[config.mk]
export PLATFORM = sky130hd
export DESIGN_NAME = qdr_readback_top
export DESIGN_NICKNAME = d
export VERILOG_FILES = /design/src/core/qdr_pkg.sv /design/src/core/qdr_line_if.sv /design/src/core/qdr_line_sync.sv /design/src/core/qdr_readback_top.sv
export SDC_FILE = /design/constraint.sdc
export NUM_CORES = 1
export LEC_CHECK = 0
export ABC_AREA = 0
export BUFFER_PORTS_ARGS = -buffer_cell sky130_fd_sc_hd__buf_2
export CAP_MARGIN = 20
export CORE_MARGIN = 5
export CORE_UTILIZATION = 45
export DETAILED_ROUTE_END_ITERATION = 8
export PLACE_DENSITY = 0.65
export SKIP_CTS_REPAIR_TIMING = 1
export SYNTH_ARGS = -nofsm -noshare
export SYNTH_HDL_FRONTEND = slang
export SYNTH_SLANG_ARGS = --single-unit
[constraint.sdc]
create_clock -name MCLK -period 2.5 [get_ports MCLK]
set_clock_uncertainty 0.05 [all_clocks]
set_input_delay 0.375 -clock MCLK [delete_from_list [all_inputs] [get_ports MCLK]]
set_output_delay 0.375 -clock MCLK [all_outputs]
set_load 0.005 [all_outputs]
[src/core/qdr_pkg.sv]
// qdr_pkg: constants, register map and state codes of the converter readback slave.
// assumes: shared by the top module, the bound assertions and the testbench.
package qdr_pkg;

  // apb data path and register map (byte addresses, one aligned word each)
  localparam int          APB_DW       = 32;
  localparam int          APB_AW_MIN   = 8;
  localparam logic [7:0]  OFS_PIN_ADDR = 8'h00;
  localparam logic [7:0]  OFS_PWR_MODE = 8'h04;
  localparam logic [7:0]  OFS_STATUS   = 8'h08;
  localparam logic [7:0]  OFS_CH_BASE  = 8'h10;

  // channel data words
  localparam int          NUM_CH       = 4;
  localparam int          DATA_W       = 10;
  localparam logic [9:0]  CH_RST       = 10'h000;

  // reset values of the software registers and the control byte
  localparam logic [1:0]  PIN_ADDR_RST = 2'h0;
  localparam logic [1:0]  PWR_MODE_RST = 2'h0;
  localparam logic [7:0]  CTRL_RST     = 8'h00;

  // bus address: fixed upper five bits, pin_address_bit_1/0 below them
  localparam logic [4:0]  SLAVE_BASE   = 5'h13;

  // control byte field positions
  localparam int          CTL_PD_BIT   = 0;
  localparam int          CTL_CH_LSB   = 1;
  localparam int          CTL_UPD_LSB  = 4;
  localparam int          CTL_EXT_LSB  = 6;

  // power-down status byte filler and power mode codes
  localparam logic [5:0]  PD_FILL      = 6'h3F;
  localparam logic [1:0]  PM_HIZ_A     = 2'h0;
  localparam logic [1:0]  PM_PULL_1K   = 2'h1;
  localparam logic [1:0]  PM_PULL_100K = 2'h2;

  // readback byte slots and bit counting
  localparam logic [1:0]  IDX_PD       = 2'h0;
  localparam logic [1:0]  IDX_HIGH     = 2'h1;
  localparam logic [1:0]  IDX_LOW      = 2'h2;
  localparam logic [2:0]  BIT_LAST     = 3'h7;
  localparam logic [2:0]  BIT_FIRST    = 3'h0;

  // status word layout
  localparam int          STAT_CTRL_LSB  = 0;
  localparam int          STAT_IDX_LSB   = 8;
  localparam int          STAT_STATE_LSB = 10;

  // byte-level states of the slave
  localparam int ST_W = 9;
  typedef enum logic [ST_W-1:0] {
    ST_IDLE   = 9'h001,
    ST_RXADR  = 9'h002,
    ST_ACKW   = 9'h004,
    ST_RXCTL  = 9'h008,
    ST_ACKC   = 9'h010,
    ST_LOAD   = 9'h020,
    ST_TX     = 9'h040,
    ST_MACK   = 9'h080,
    ST_SKIP   = 9'h100
  } qdr_state_t;

endpackage : qdr_pkg

[src/core/qdr_line_if.sv]
// qdr_line_if: bus line events from the front end to the byte engine.
// assumes: all signals are on the system clock, pulses last one cycle.
`timescale 1ns/1ps
`default_nettype none
interface qdr_line_if;
  logic scl_rise;   // clock line rose
  logic scl_fall;   // clock line fell
  logic start_seen; // start or repeated start
  logic stop_seen;  // stop
  logic sda_level;  // synchronised data line
  modport fe   (output scl_rise, output scl_fall, output start_seen, output stop_seen, output sda_level);
  modport core (input scl_rise, input scl_fall, input start_seen, input stop_seen, input sda_level);
endinterface : qdr_line_if
`default_nettype wire

[src/core/qdr_line_sync.sv]
// qdr_line_sync: two-flop synchronisers and edge / start / stop detection.
// assumes: scl and sda are asynchronous pins, clk is far faster than scl.
`timescale 1ns/1ps
`default_nettype none
module qdr_line_sync
(
  // clock and reset
  input  wire logic clk,
  input  wire logic rst,
  // raw pins
  input  wire logic scl_pin,
  input  wire logic sda_pin,
  // events
  qdr_line_if.fe    line
);
  logic [1:0] scl_sync_reg;
  logic [1:0] sda_sync_reg;
  logic       scl_prev_reg;
  logic       sda_prev_reg;

  // first stage feeds only the second; prev flops give one cycle of history
  always_ff @(posedge clk)
  begin
    if (rst)
    begin
      scl_sync_reg <= 2'h3;
      sda_sync_reg <= 2'h3;
      scl_prev_reg <= 1'b1;
      sda_prev_reg <= 1'b1;
    end
    else
    begin
      scl_sync_reg <= {scl_sync_reg[0], scl_pin};
      sda_sync_reg <= {sda_sync_reg[0], sda_pin};
      scl_prev_reg <= scl_sync_reg[1];
      sda_prev_reg <= sda_sync_reg[1];
    end
  end

  // start and stop need scl steady high across the sda change
  assign line.scl_rise   = scl_sync_reg[1] & ~scl_prev_reg;
  assign line.scl_fall   = ~scl_sync_reg[1] & scl_prev_reg;
  assign line.start_seen = scl_sync_reg[1] & scl_prev_reg & sda_prev_reg & ~sda_sync_reg[1];
  assign line.stop_seen  = scl_sync_reg[1] & scl_prev_reg & ~sda_prev_reg & sda_sync_reg[1];
  assign line.sda_level  = sda_sync_reg[1];

endmodule : qdr_line_sync
`default_nettype wire

[src/core/qdr_readback_top.sv]
// qdr_readback_top: readback slave of a quad 10-bit converter's two-wire bus,
// with an apb register file holding channel words, pin address and power mode.
// assumes: an external bus master drives scl; sda is open drain, pulled up outside.
//
// Functional notes
// - master sends address with write bit; on match device acknowledges low
// - control byte follows write address and device acknowledges it
// - control byte: ext address, update mode, don't care, channel, power-down flag
// - repeated start, address with read bit; device acknowledges, ready to send
// - returned data comes from channel chosen by latest control byte
// - flag clear: send high byte then low byte
// - flag set: send power-down status, high byte, low byte
// - status byte: power mode bits at 7 and 6, ones below
// - high byte carries data bits 9 down to 2, msb first
// - low byte carries data bits 1 and 0 on top, rest don't care
// - after last byte master sends stop or repeated start to readdress
// - power mode: 00/11 high impedance, 01 1k to ground, 10 100k
// - channel data registers reset to zero until written
//
// The APB register port and the register offsets were chosen for this implementation.
`timescale 1ns/1ps
`default_nettype none
module qdr_readback_top
#(
  parameter int APB_AW = 8
)
(
  // clock and reset
  input  wire logic                         MCLK,
  input  wire logic                         RST,
  // apb slave
  input  wire logic                         PSEL,
  input  wire logic                         PENABLE,
  input  wire logic                         PWRITE,
  input  wire logic [APB_AW-1:0]            PADDR,
  input  wire logic [qdr_pkg::APB_DW-1:0]   PWDATA,
  output logic      [qdr_pkg::APB_DW-1:0]   PRDATA,
  output logic                              PREADY,
  output logic                              PSLVERR,
  // two-wire bus pins
  input  wire logic                         SCL,
  input  wire logic                         SDA_IN,
  output logic                              SDA_OUT,
  output logic                              SDA_OE_N,
  // output stage state
  output logic                              OUT_HIZ,
  output logic                              OUT_PULL_1K,
  output logic                              OUT_PULL_100K
);
  import qdr_pkg::*;

  // the map decodes eight address bits; narrower buses cannot reach it
  if (APB_AW < APB_AW_MIN)
  begin : g_bad_aw
    $error("qdr_readback_top: APB_AW must be at least 8");
  end

  // picks the byte for a readback slot
  function automatic logic [7:0] tx_byte(input logic [1:0] idx, input logic [1:0] pm,
                                         input logic [DATA_W-1:0] d);
    logic [7:0] b;
    b = {d[1:0], 6'h00};
    if (idx == IDX_PD)
      b = {pm, PD_FILL};
    else if (idx == IDX_HIGH)
      b = d[9:2];
    return b;
  endfunction : tx_byte

  // zero-extends a small field to a bus word
  function automatic logic [APB_DW-1:0] zx(input logic [DATA_W-1:0] v);
    return {{(APB_DW-DATA_W){1'b0}}, v};
  endfunction : zx

  qdr_line_if line ();

  qdr_line_sync u_sync
  (
    .clk     (MCLK),
    .rst     (RST),
    .scl_pin (SCL),
    .sda_pin (SDA_IN),
    .line    (line.fe)
  );

  // registers
  qdr_state_t             state_reg,    state_next;
  logic [2:0]             bitcnt_reg,   bitcnt_next;
  logic                   full_reg,     full_next;
  logic [7:0]             shift_reg,    shift_next;
  logic [7:0]             tx_reg,       tx_next;
  logic [1:0]             idx_reg,      idx_next;
  logic [7:0]             ctrl_reg,     ctrl_next;
  logic                   oe_n_reg,     oe_n_next;
  logic [DATA_W-1:0]      ch_reg [NUM_CH];
  logic [1:0]             pin_addr_reg;
  logic [1:0]             pmode_reg;
  logic [APB_DW-1:0]      prdata_reg;
  logic                   pready_reg;
  logic                   pslverr_reg;
  logic                   hiz_reg;
  logic                   pull1k_reg;
  logic                   pull100k_reg;

  // control byte fields and selected channel word
  wire  [1:0]             ctl_chan    = ctrl_reg[CTL_CH_LSB +: 2];
  wire                    ctl_pd      = ctrl_reg[CTL_PD_BIT];
  wire  [1:0]             ctl_ext     = ctrl_reg[CTL_EXT_LSB +: 2];
  wire  [1:0]             ctl_upd     = ctrl_reg[CTL_UPD_LSB +: 2];
  wire  [DATA_W-1:0]      sel_word    = ch_reg[ctl_chan];

  // address byte checks; rw sits in bit 0
  wire                    adr_match   = shift_reg[7:1] == {SLAVE_BASE, pin_addr_reg};
  wire                    adr_read    = shift_reg[0];
  wire  [7:0]             load_byte   = tx_byte(idx_reg, pmode_reg, sel_word);
  wire                    last_slot   = idx_reg == IDX_LOW;
  wire  [1:0]             first_idx   = ctl_pd ? IDX_PD : IDX_HIGH;

  // byte engine: receive on rising scl, drive sda only after falling scl
  always_comb
  begin
    state_next  = state_reg;
    bitcnt_next = bitcnt_reg;
    full_next   = full_reg;
    shift_next  = shift_reg;
    tx_next     = tx_reg;
    idx_next    = idx_reg;
    ctrl_next   = ctrl_reg;
    oe_n_next   = oe_n_reg;
    if (line.stop_seen)
    begin
      state_next = ST_IDLE;
      oe_n_next  = 1'b1;
    end
    else if (line.start_seen)
    begin
      // a repeated start always readdresses from the address stage, ST_RXADR
      state_next  = ST_RXADR;
      bitcnt_next = BIT_FIRST;
      full_next   = 1'b0;
      oe_n_next   = 1'b1;
    end
    else
    begin
      unique case (state_reg)
        ST_IDLE, ST_SKIP:
        begin
          oe_n_next = 1'b1;
        end
        ST_RXADR, ST_RXCTL:
        begin
          if (line.scl_rise)
          begin
            shift_next  = {shift_reg[6:0], line.sda_level};
            bitcnt_next = bitcnt_reg + 3'h1;
            full_next   = bitcnt_reg == BIT_LAST;
          end
          else if (line.scl_fall && full_reg)
          begin
            full_next = 1'b0;
            if (state_reg == ST_RXCTL)
            begin
              ctrl_next  = shift_reg;
              oe_n_next  = 1'b0;
              state_next = ST_ACKC;
            end
            else if (!adr_match)
              state_next = ST_SKIP;
            else if (adr_read)
            begin
              oe_n_next  = 1'b0;
              idx_next   = first_idx;
              state_next = ST_LOAD;
            end
            else
            begin
              oe_n_next  = 1'b0;
              state_next = ST_ACKW;
            end
          end
        end
        ST_ACKW:
        begin
          if (line.scl_fall)
          begin
            oe_n_next   = 1'b1;
            bitcnt_next = BIT_FIRST;
            state_next  = ST_RXCTL;
          end
        end
        ST_ACKC:
        begin
          // further write bytes are not this block's business; wait for a start
          if (line.scl_fall)
          begin
            oe_n_next  = 1'b1;
            state_next = ST_SKIP;
          end
        end
        ST_LOAD:
        begin
          if (line.scl_fall)
          begin
            oe_n_next   = load_byte[7];
            tx_next     = {load_byte[6:0], 1'b0};
            bitcnt_next = BIT_FIRST;
            state_next  = ST_TX;
          end
        end
        ST_TX:
        begin
          if (line.scl_fall)
          begin
            if (bitcnt_reg == BIT_LAST)
            begin
              oe_n_next  = 1'b1;
              state_next = ST_MACK;
            end
            else
            begin
              oe_n_next   = tx_reg[7];
              tx_next     = {tx_reg[6:0], 1'b0};
              bitcnt_next = bitcnt_reg + 3'h1;
            end
          end
        end
        ST_MACK:
        begin
          if (line.scl_rise)
          begin
            if (line.sda_level)
              state_next = ST_IDLE;
            else if (last_slot)
              state_next = ST_SKIP;
            else
            begin
              idx_next   = idx_reg + 2'h1;
              state_next = ST_LOAD;
            end
          end
        end
      endcase
    end
  end

  always_ff @(posedge MCLK)
  begin
    if (RST)
    begin
      state_reg  <= ST_IDLE;
      bitcnt_reg <= BIT_FIRST;
      full_reg   <= 1'b0;
      shift_reg  <= 8'h00;
      tx_reg     <= 8'h00;
      idx_reg    <= IDX_PD;
      ctrl_reg   <= CTRL_RST;
      oe_n_reg   <= 1'b1;
    end
    else
    begin
      state_reg  <= state_next;
      bitcnt_reg <= bitcnt_next;
      full_reg   <= full_next;
      shift_reg  <= shift_next;
      tx_reg     <= tx_next;
      idx_reg    <= idx_next;
      ctrl_reg   <= ctrl_next;
      oe_n_reg   <= oe_n_next;
    end
  end

  // apb decode: zero wait states, answer registered in the setup cycle
  wire                    upper_zero = (PADDR >> 8) == '0;
  wire  [7:0]             a8         = PADDR[7:0];
  wire                    hit_pin    = upper_zero && a8 == OFS_PIN_ADDR;
  wire                    hit_pwr    = upper_zero && a8 == OFS_PWR_MODE;
  wire                    hit_stat   = upper_zero && a8 == OFS_STATUS;
  wire                    hit_ch     = upper_zero && a8[7:4] == OFS_CH_BASE[7:4] && a8[1:0] == 2'h0;
  wire  [1:0]             ch_idx     = a8[3:2];
  wire                    hit_any    = hit_pin | hit_pwr | hit_stat | hit_ch;
  wire                    setup_ph   = PSEL & ~PENABLE;
  wire                    wr_go      = PSEL & PENABLE & PWRITE & pready_reg & hit_any;
  wire  [APB_DW-1:0]      stat_word  = zx(DATA_W'(0)) |
                                       (APB_DW'(state_reg) << STAT_STATE_LSB) |
                                       (APB_DW'(idx_reg) << STAT_IDX_LSB) |
                                       (APB_DW'(ctrl_reg) << STAT_CTRL_LSB);
  wire  [APB_DW-1:0]      rd_word    = hit_pin  ? zx(DATA_W'(pin_addr_reg)) :
                                       hit_pwr  ? zx(DATA_W'(pmode_reg)) :
                                       hit_stat ? stat_word :
                                       hit_ch   ? zx(ch_reg[ch_idx]) : '0;

  // power mode to output stage; both 00 and 11 mean open circuit
  wire                    pm_1k      = pmode_reg == PM_PULL_1K;
  wire                    pm_100k    = pmode_reg == PM_PULL_100K;

  // bus answer flops
  always_ff @(posedge MCLK)
  begin
    if (RST)
    begin
      prdata_reg  <= '0;
      pready_reg  <= 1'b0;
      pslverr_reg <= 1'b0;
    end
    else
    begin
      pready_reg  <= setup_ph;
      pslverr_reg <= setup_ph & ~hit_any;
      prdata_reg  <= setup_ph ? rd_word : '0;
    end
  end

  // software registers; the status word is read only
  always_ff @(posedge MCLK)
  begin
    if (RST)
    begin
      pin_addr_reg <= PIN_ADDR_RST;
      pmode_reg    <= PWR_MODE_RST;
      for (int i = 0; i < NUM_CH; i++)
        ch_reg[i] <= CH_RST;
    end
    else if (wr_go)
    begin
      if (hit_pin)
        pin_addr_reg <= PWDATA[1:0];
      if (hit_pwr)
        pmode_reg <= PWDATA[1:0];
      if (hit_ch)
        ch_reg[ch_idx] <= PWDATA[DATA_W-1:0];
    end
  end

  // pin and output stage flops
  always_ff @(posedge MCLK)
  begin
    if (RST)
    begin
      hiz_reg      <= 1'b1;
      pull1k_reg   <= 1'b0;
      pull100k_reg <= 1'b0;
    end
    else
    begin
      hiz_reg      <= ~pm_1k & ~pm_100k;
      pull1k_reg   <= pm_1k;
      pull100k_reg <= pm_100k;
    end
  end

  // open drain: data out is a constant low flop, only the enable moves
  logic sda_low_reg;
  always_ff @(posedge MCLK)
  begin
    if (RST)
      sda_low_reg <= 1'b0;
    else
      sda_low_reg <= 1'b0;
  end

  assign SDA_OUT       = sda_low_reg;
  assign SDA_OE_N      = oe_n_reg;
  assign PRDATA        = prdata_reg;
  assign PREADY        = pready_reg;
  assign PSLVERR       = pslverr_reg;
  assign OUT_HIZ       = hiz_reg;
  assign OUT_PULL_1K   = pull1k_reg;
  assign OUT_PULL_100K = pull100k_reg;

  // extended address and update mode bits are captured but steer nothing here
  wire unused_ok = ^{ctl_ext, ctl_upd};

endmodule : qdr_readback_top
`default_nettype wire

==> flow_summary.yaml <==
critical_path:
  cp_slowest_cell: "sky130_fd_sc_hd__or4_1"
  worst_setup_path_end_kind: "flip-flop"
  type_of_the_worst_setup_path: "reg2reg"
  crit_required_ns: 2.77
  cp_max_fo: 8
  critical_path.cell_chain: "nor2_4 -> nand3_2 -> or4_1 -> a211oi_4 -> nor2_1 -> a311oi_1"
  worst-endpoint-arrival_ns: 2.59
  critPathLaunchType: "flip-flop"
  cpPeakStageDelay_ns: 0.66
cts:
  clk-insertion-delay-late_ns: 0.42
  clkSinkCount: 115
  cts_tree: "done"
  cts.clk_slew.worst_paths_ns: 0.06
  cts_inserted_buffers: 17
  cts_max_path_buffers: 2
  clockRootBuffer: "sky130_fd_sc_hd__clkbuf_16"
  cts_max_level: 4
floorplan:
  floorplan.io_pins: 86
  die_h_um: 123.0
  initial_core_util_pct: 45.74
  core_area_mm2: 0.01257
  core.rowCount: 41
  chipWidth_um: 123.0
  die_outline_area_mm2: 0.01514
drt:
  num_vias: 4494
  detail_route.drc_violations: 0
  wire_per_inst_um: 17.39
  final_antenna_net_count: 0
  drtPass1Iterations: 7
  wl_um: 14100
  vias_per_cell: 5.541
  initialDrtViolationCount: 433
hold_path:
  holdCritPathClass: "in2reg"
placed_design:
  dpl_worst_slack_ns: 0.1434
  dp.cells: 779
  place_hpwl_um: 10110
  detailed_place.area_mm2: 0.006255
  routabilityCongestion: 0.9225
  numPortBuffers: 49
layout:
  num_antenna_cells: 0
  finalInstanceArea_mm2: 0.006840
  final-instance-count-excl-fill: 811
  nets: 680
  share_of_post_route_cells_with_drive_strength_above_1_pct: 24.88
  total_of_fill_cells_in_the_finished_design: 1132
  largest_register_ff_count: 40
  area_delta_synth_final_pct: 18.98
synthesis:
  yosys.cell_count.top_type: "sky130_fd_sc_hd__dfxtp_1"
  count_of_distinct_cell_types_in_the_synthesized_netlist: 63
  synthCells: 568
  ys_warn_count: 0
  post_synth_design_cell_area_mm2: 0.005749
  synth-seq-cells: 115
  synth_largest_type_area_fraction_pct: 26.12
  yosys-top-cells-count: "sky130_fd_sc_hd__dfxtp_1, sky130_fd_sc_hd__nor2_1, sky130_fd_sc_hd__nand2_1, sky130_fd_sc_hd__and3_1"
  ys_async_sr_fraction_pct: 0
  synth_enable_flop_cells: 40
  synth_seq_area_share_pct: 47.01
  top_cell_type_by_total_area_after_synthesis: "sky130_fd_sc_hd__dfxtp_1"
  synthesis.area_per_instance_um2: 10.12
  netlist_top_cells_area: "sky130_fd_sc_hd__dfxtp_1, sky130_fd_sc_hd__edfxtp_1, sky130_fd_sc_hd__mux4_2"
  ys_dominant_reg_cell: "sky130_fd_sc_hd__dfxtp_1"
timing:
  setup_violations: 0
  worst_hold_margin_ns: 0.08473
  relSlewSlack_pct: 61.82
  setup_repair_after_global_routing_missed_its_margin: "false"
  setup_ws_ns: 0.1826
  finalSetupTns_ns: 0
  timing.final.max_slew_violations: 0
  finalCriticalPeriod_ns: 2.317
  max_slew.worst_pin.slew_ns: 0.5726
  timing.final.hold_violations: 0
  period_share_pct: 92.70
  achievable-frequency_mhz: 431.5
run:
  maxCapViolCount: 0
power_and_ir_drop:
  leakage_uw: 0.002787
  max-vdd-ir-drop_mv: 0.6473
  cellPowerDensity_mw_per_mm2: 665.1
global_routing:
  grt_start_max_net_pins: 41
  grt_remaining_overflow: 0
  number_of_antenna_violations_at_the_first_check_in_global_routing: 0
  first_global_vias: 4324
  grt_pass1_wl_um: 22560
  grt.total_usage_pct: 19.68
outcome:
  run_status: "complete, no violations"
## area by class of cell
| type | instances | area, um2 | share of cell area [%] |
|---|---|---|---|
| Multi-Input combinational cell | 402 | 2780 | 40.64 |
| Timing Repair Buffer | 81 | 523.0 | 7.646 |
| Clock inverter | 13 | 110.1 | 1.610 |
| Inverter | 9 | 33.78 | 0.4939 |
| Clock buffer | 19 | 475.5 | 6.951 |
| Tap cell | 172 | 215.2 | 3.146 |
| Sequential cell | 115 | 2703 | 39.51 |
## cells by family (layout without fill, tap and decap cells)
kind of cell	after synthesis	in the layout	share of synthesized area (%)
XOR/XNOR	6	6	0.9140
buffers and inverters	64	122	5.571
multiplexers	39	39	11.19
flip-flops	115	115	47.01
adder cells (fa/ha/maj)	7	7	1.523
other	1	14	0.06523
AND/OR/NAND/NOR	229	229	21.94
AO/OA/AOI/OAI	107	107	11.80
## cell usage in the layout, fill, tap and decap left out, types with 19 or more instances in the layout
cell type and count:
sky130_fd_sc_hd__dfxtp_1 75, sky130_fd_sc_hd__nor2_1 51, sky130_fd_sc_hd__buf_2 49, sky130_fd_sc_hd__nand2_1 43
sky130_fd_sc_hd__and3_1 41, sky130_fd_sc_hd__a21oi_1 40, sky130_fd_sc_hd__edfxtp_1 40, sky130_fd_sc_hd__buf_4 29
sky130_fd_sc_hd__mux4_2 20, sky130_fd_sc_hd__clkbuf_16 19
## through the flow
stage | total power [uW] | utilization, %
2_1_floorplan | 2159 | -
3_3_place_gp | 2229 | 49.77
3_5_place_dp | 2234 | 49.77
4_1_cts | 4590 | 54.43
5_1_grt | 4690 | 54.43
6_report | 4549 | 54.43
## layer usage
metal,global-route usage [%],up-vias,part of all wire (%)
met1,25.80,2165,43
met2,31.94,150,50
met4,7.128,0,1.6
met3,4.666,19,5.3
met5,0,-,0
li1,-,2160,-
## worst max-delay path, delay by kind of cell (launching register included)
family	cells	cell delay [ns]
simple gates	4	1.06
compound gates	2	0.63
flops	1	0.46
## final timing paths
kind	cells after the start	from	slack, ns	endpoint
max	6	state_reg[8]$_SDFFE_PP0P_	0.18	tx_reg[7]$_SDFFE_PP0P_
min	2	SDA_IN	0.08	u_sync.sda_sync_reg[0]$_SDFF_PP1_
max reg2reg	6	state_reg[8]$_SDFFE_PP0P_	0.18	tx_reg[7]$_SDFFE_PP0P_
min reg2reg	1	u_sync.scl_sync_reg[0]$_SDFF_PP1_	0.36	u_sync.scl_sync_reg[1]$_SDFF_PP1_
## power by group
part	total (uW)	internal, uW	leakage [uW]	switching, uW
sequential	1980	1960	0.00104	18.4
combinational	220	91.5	0.00147	129
clock	2350	1410	0.000280	944
Power figures use the tool's default switching activity.
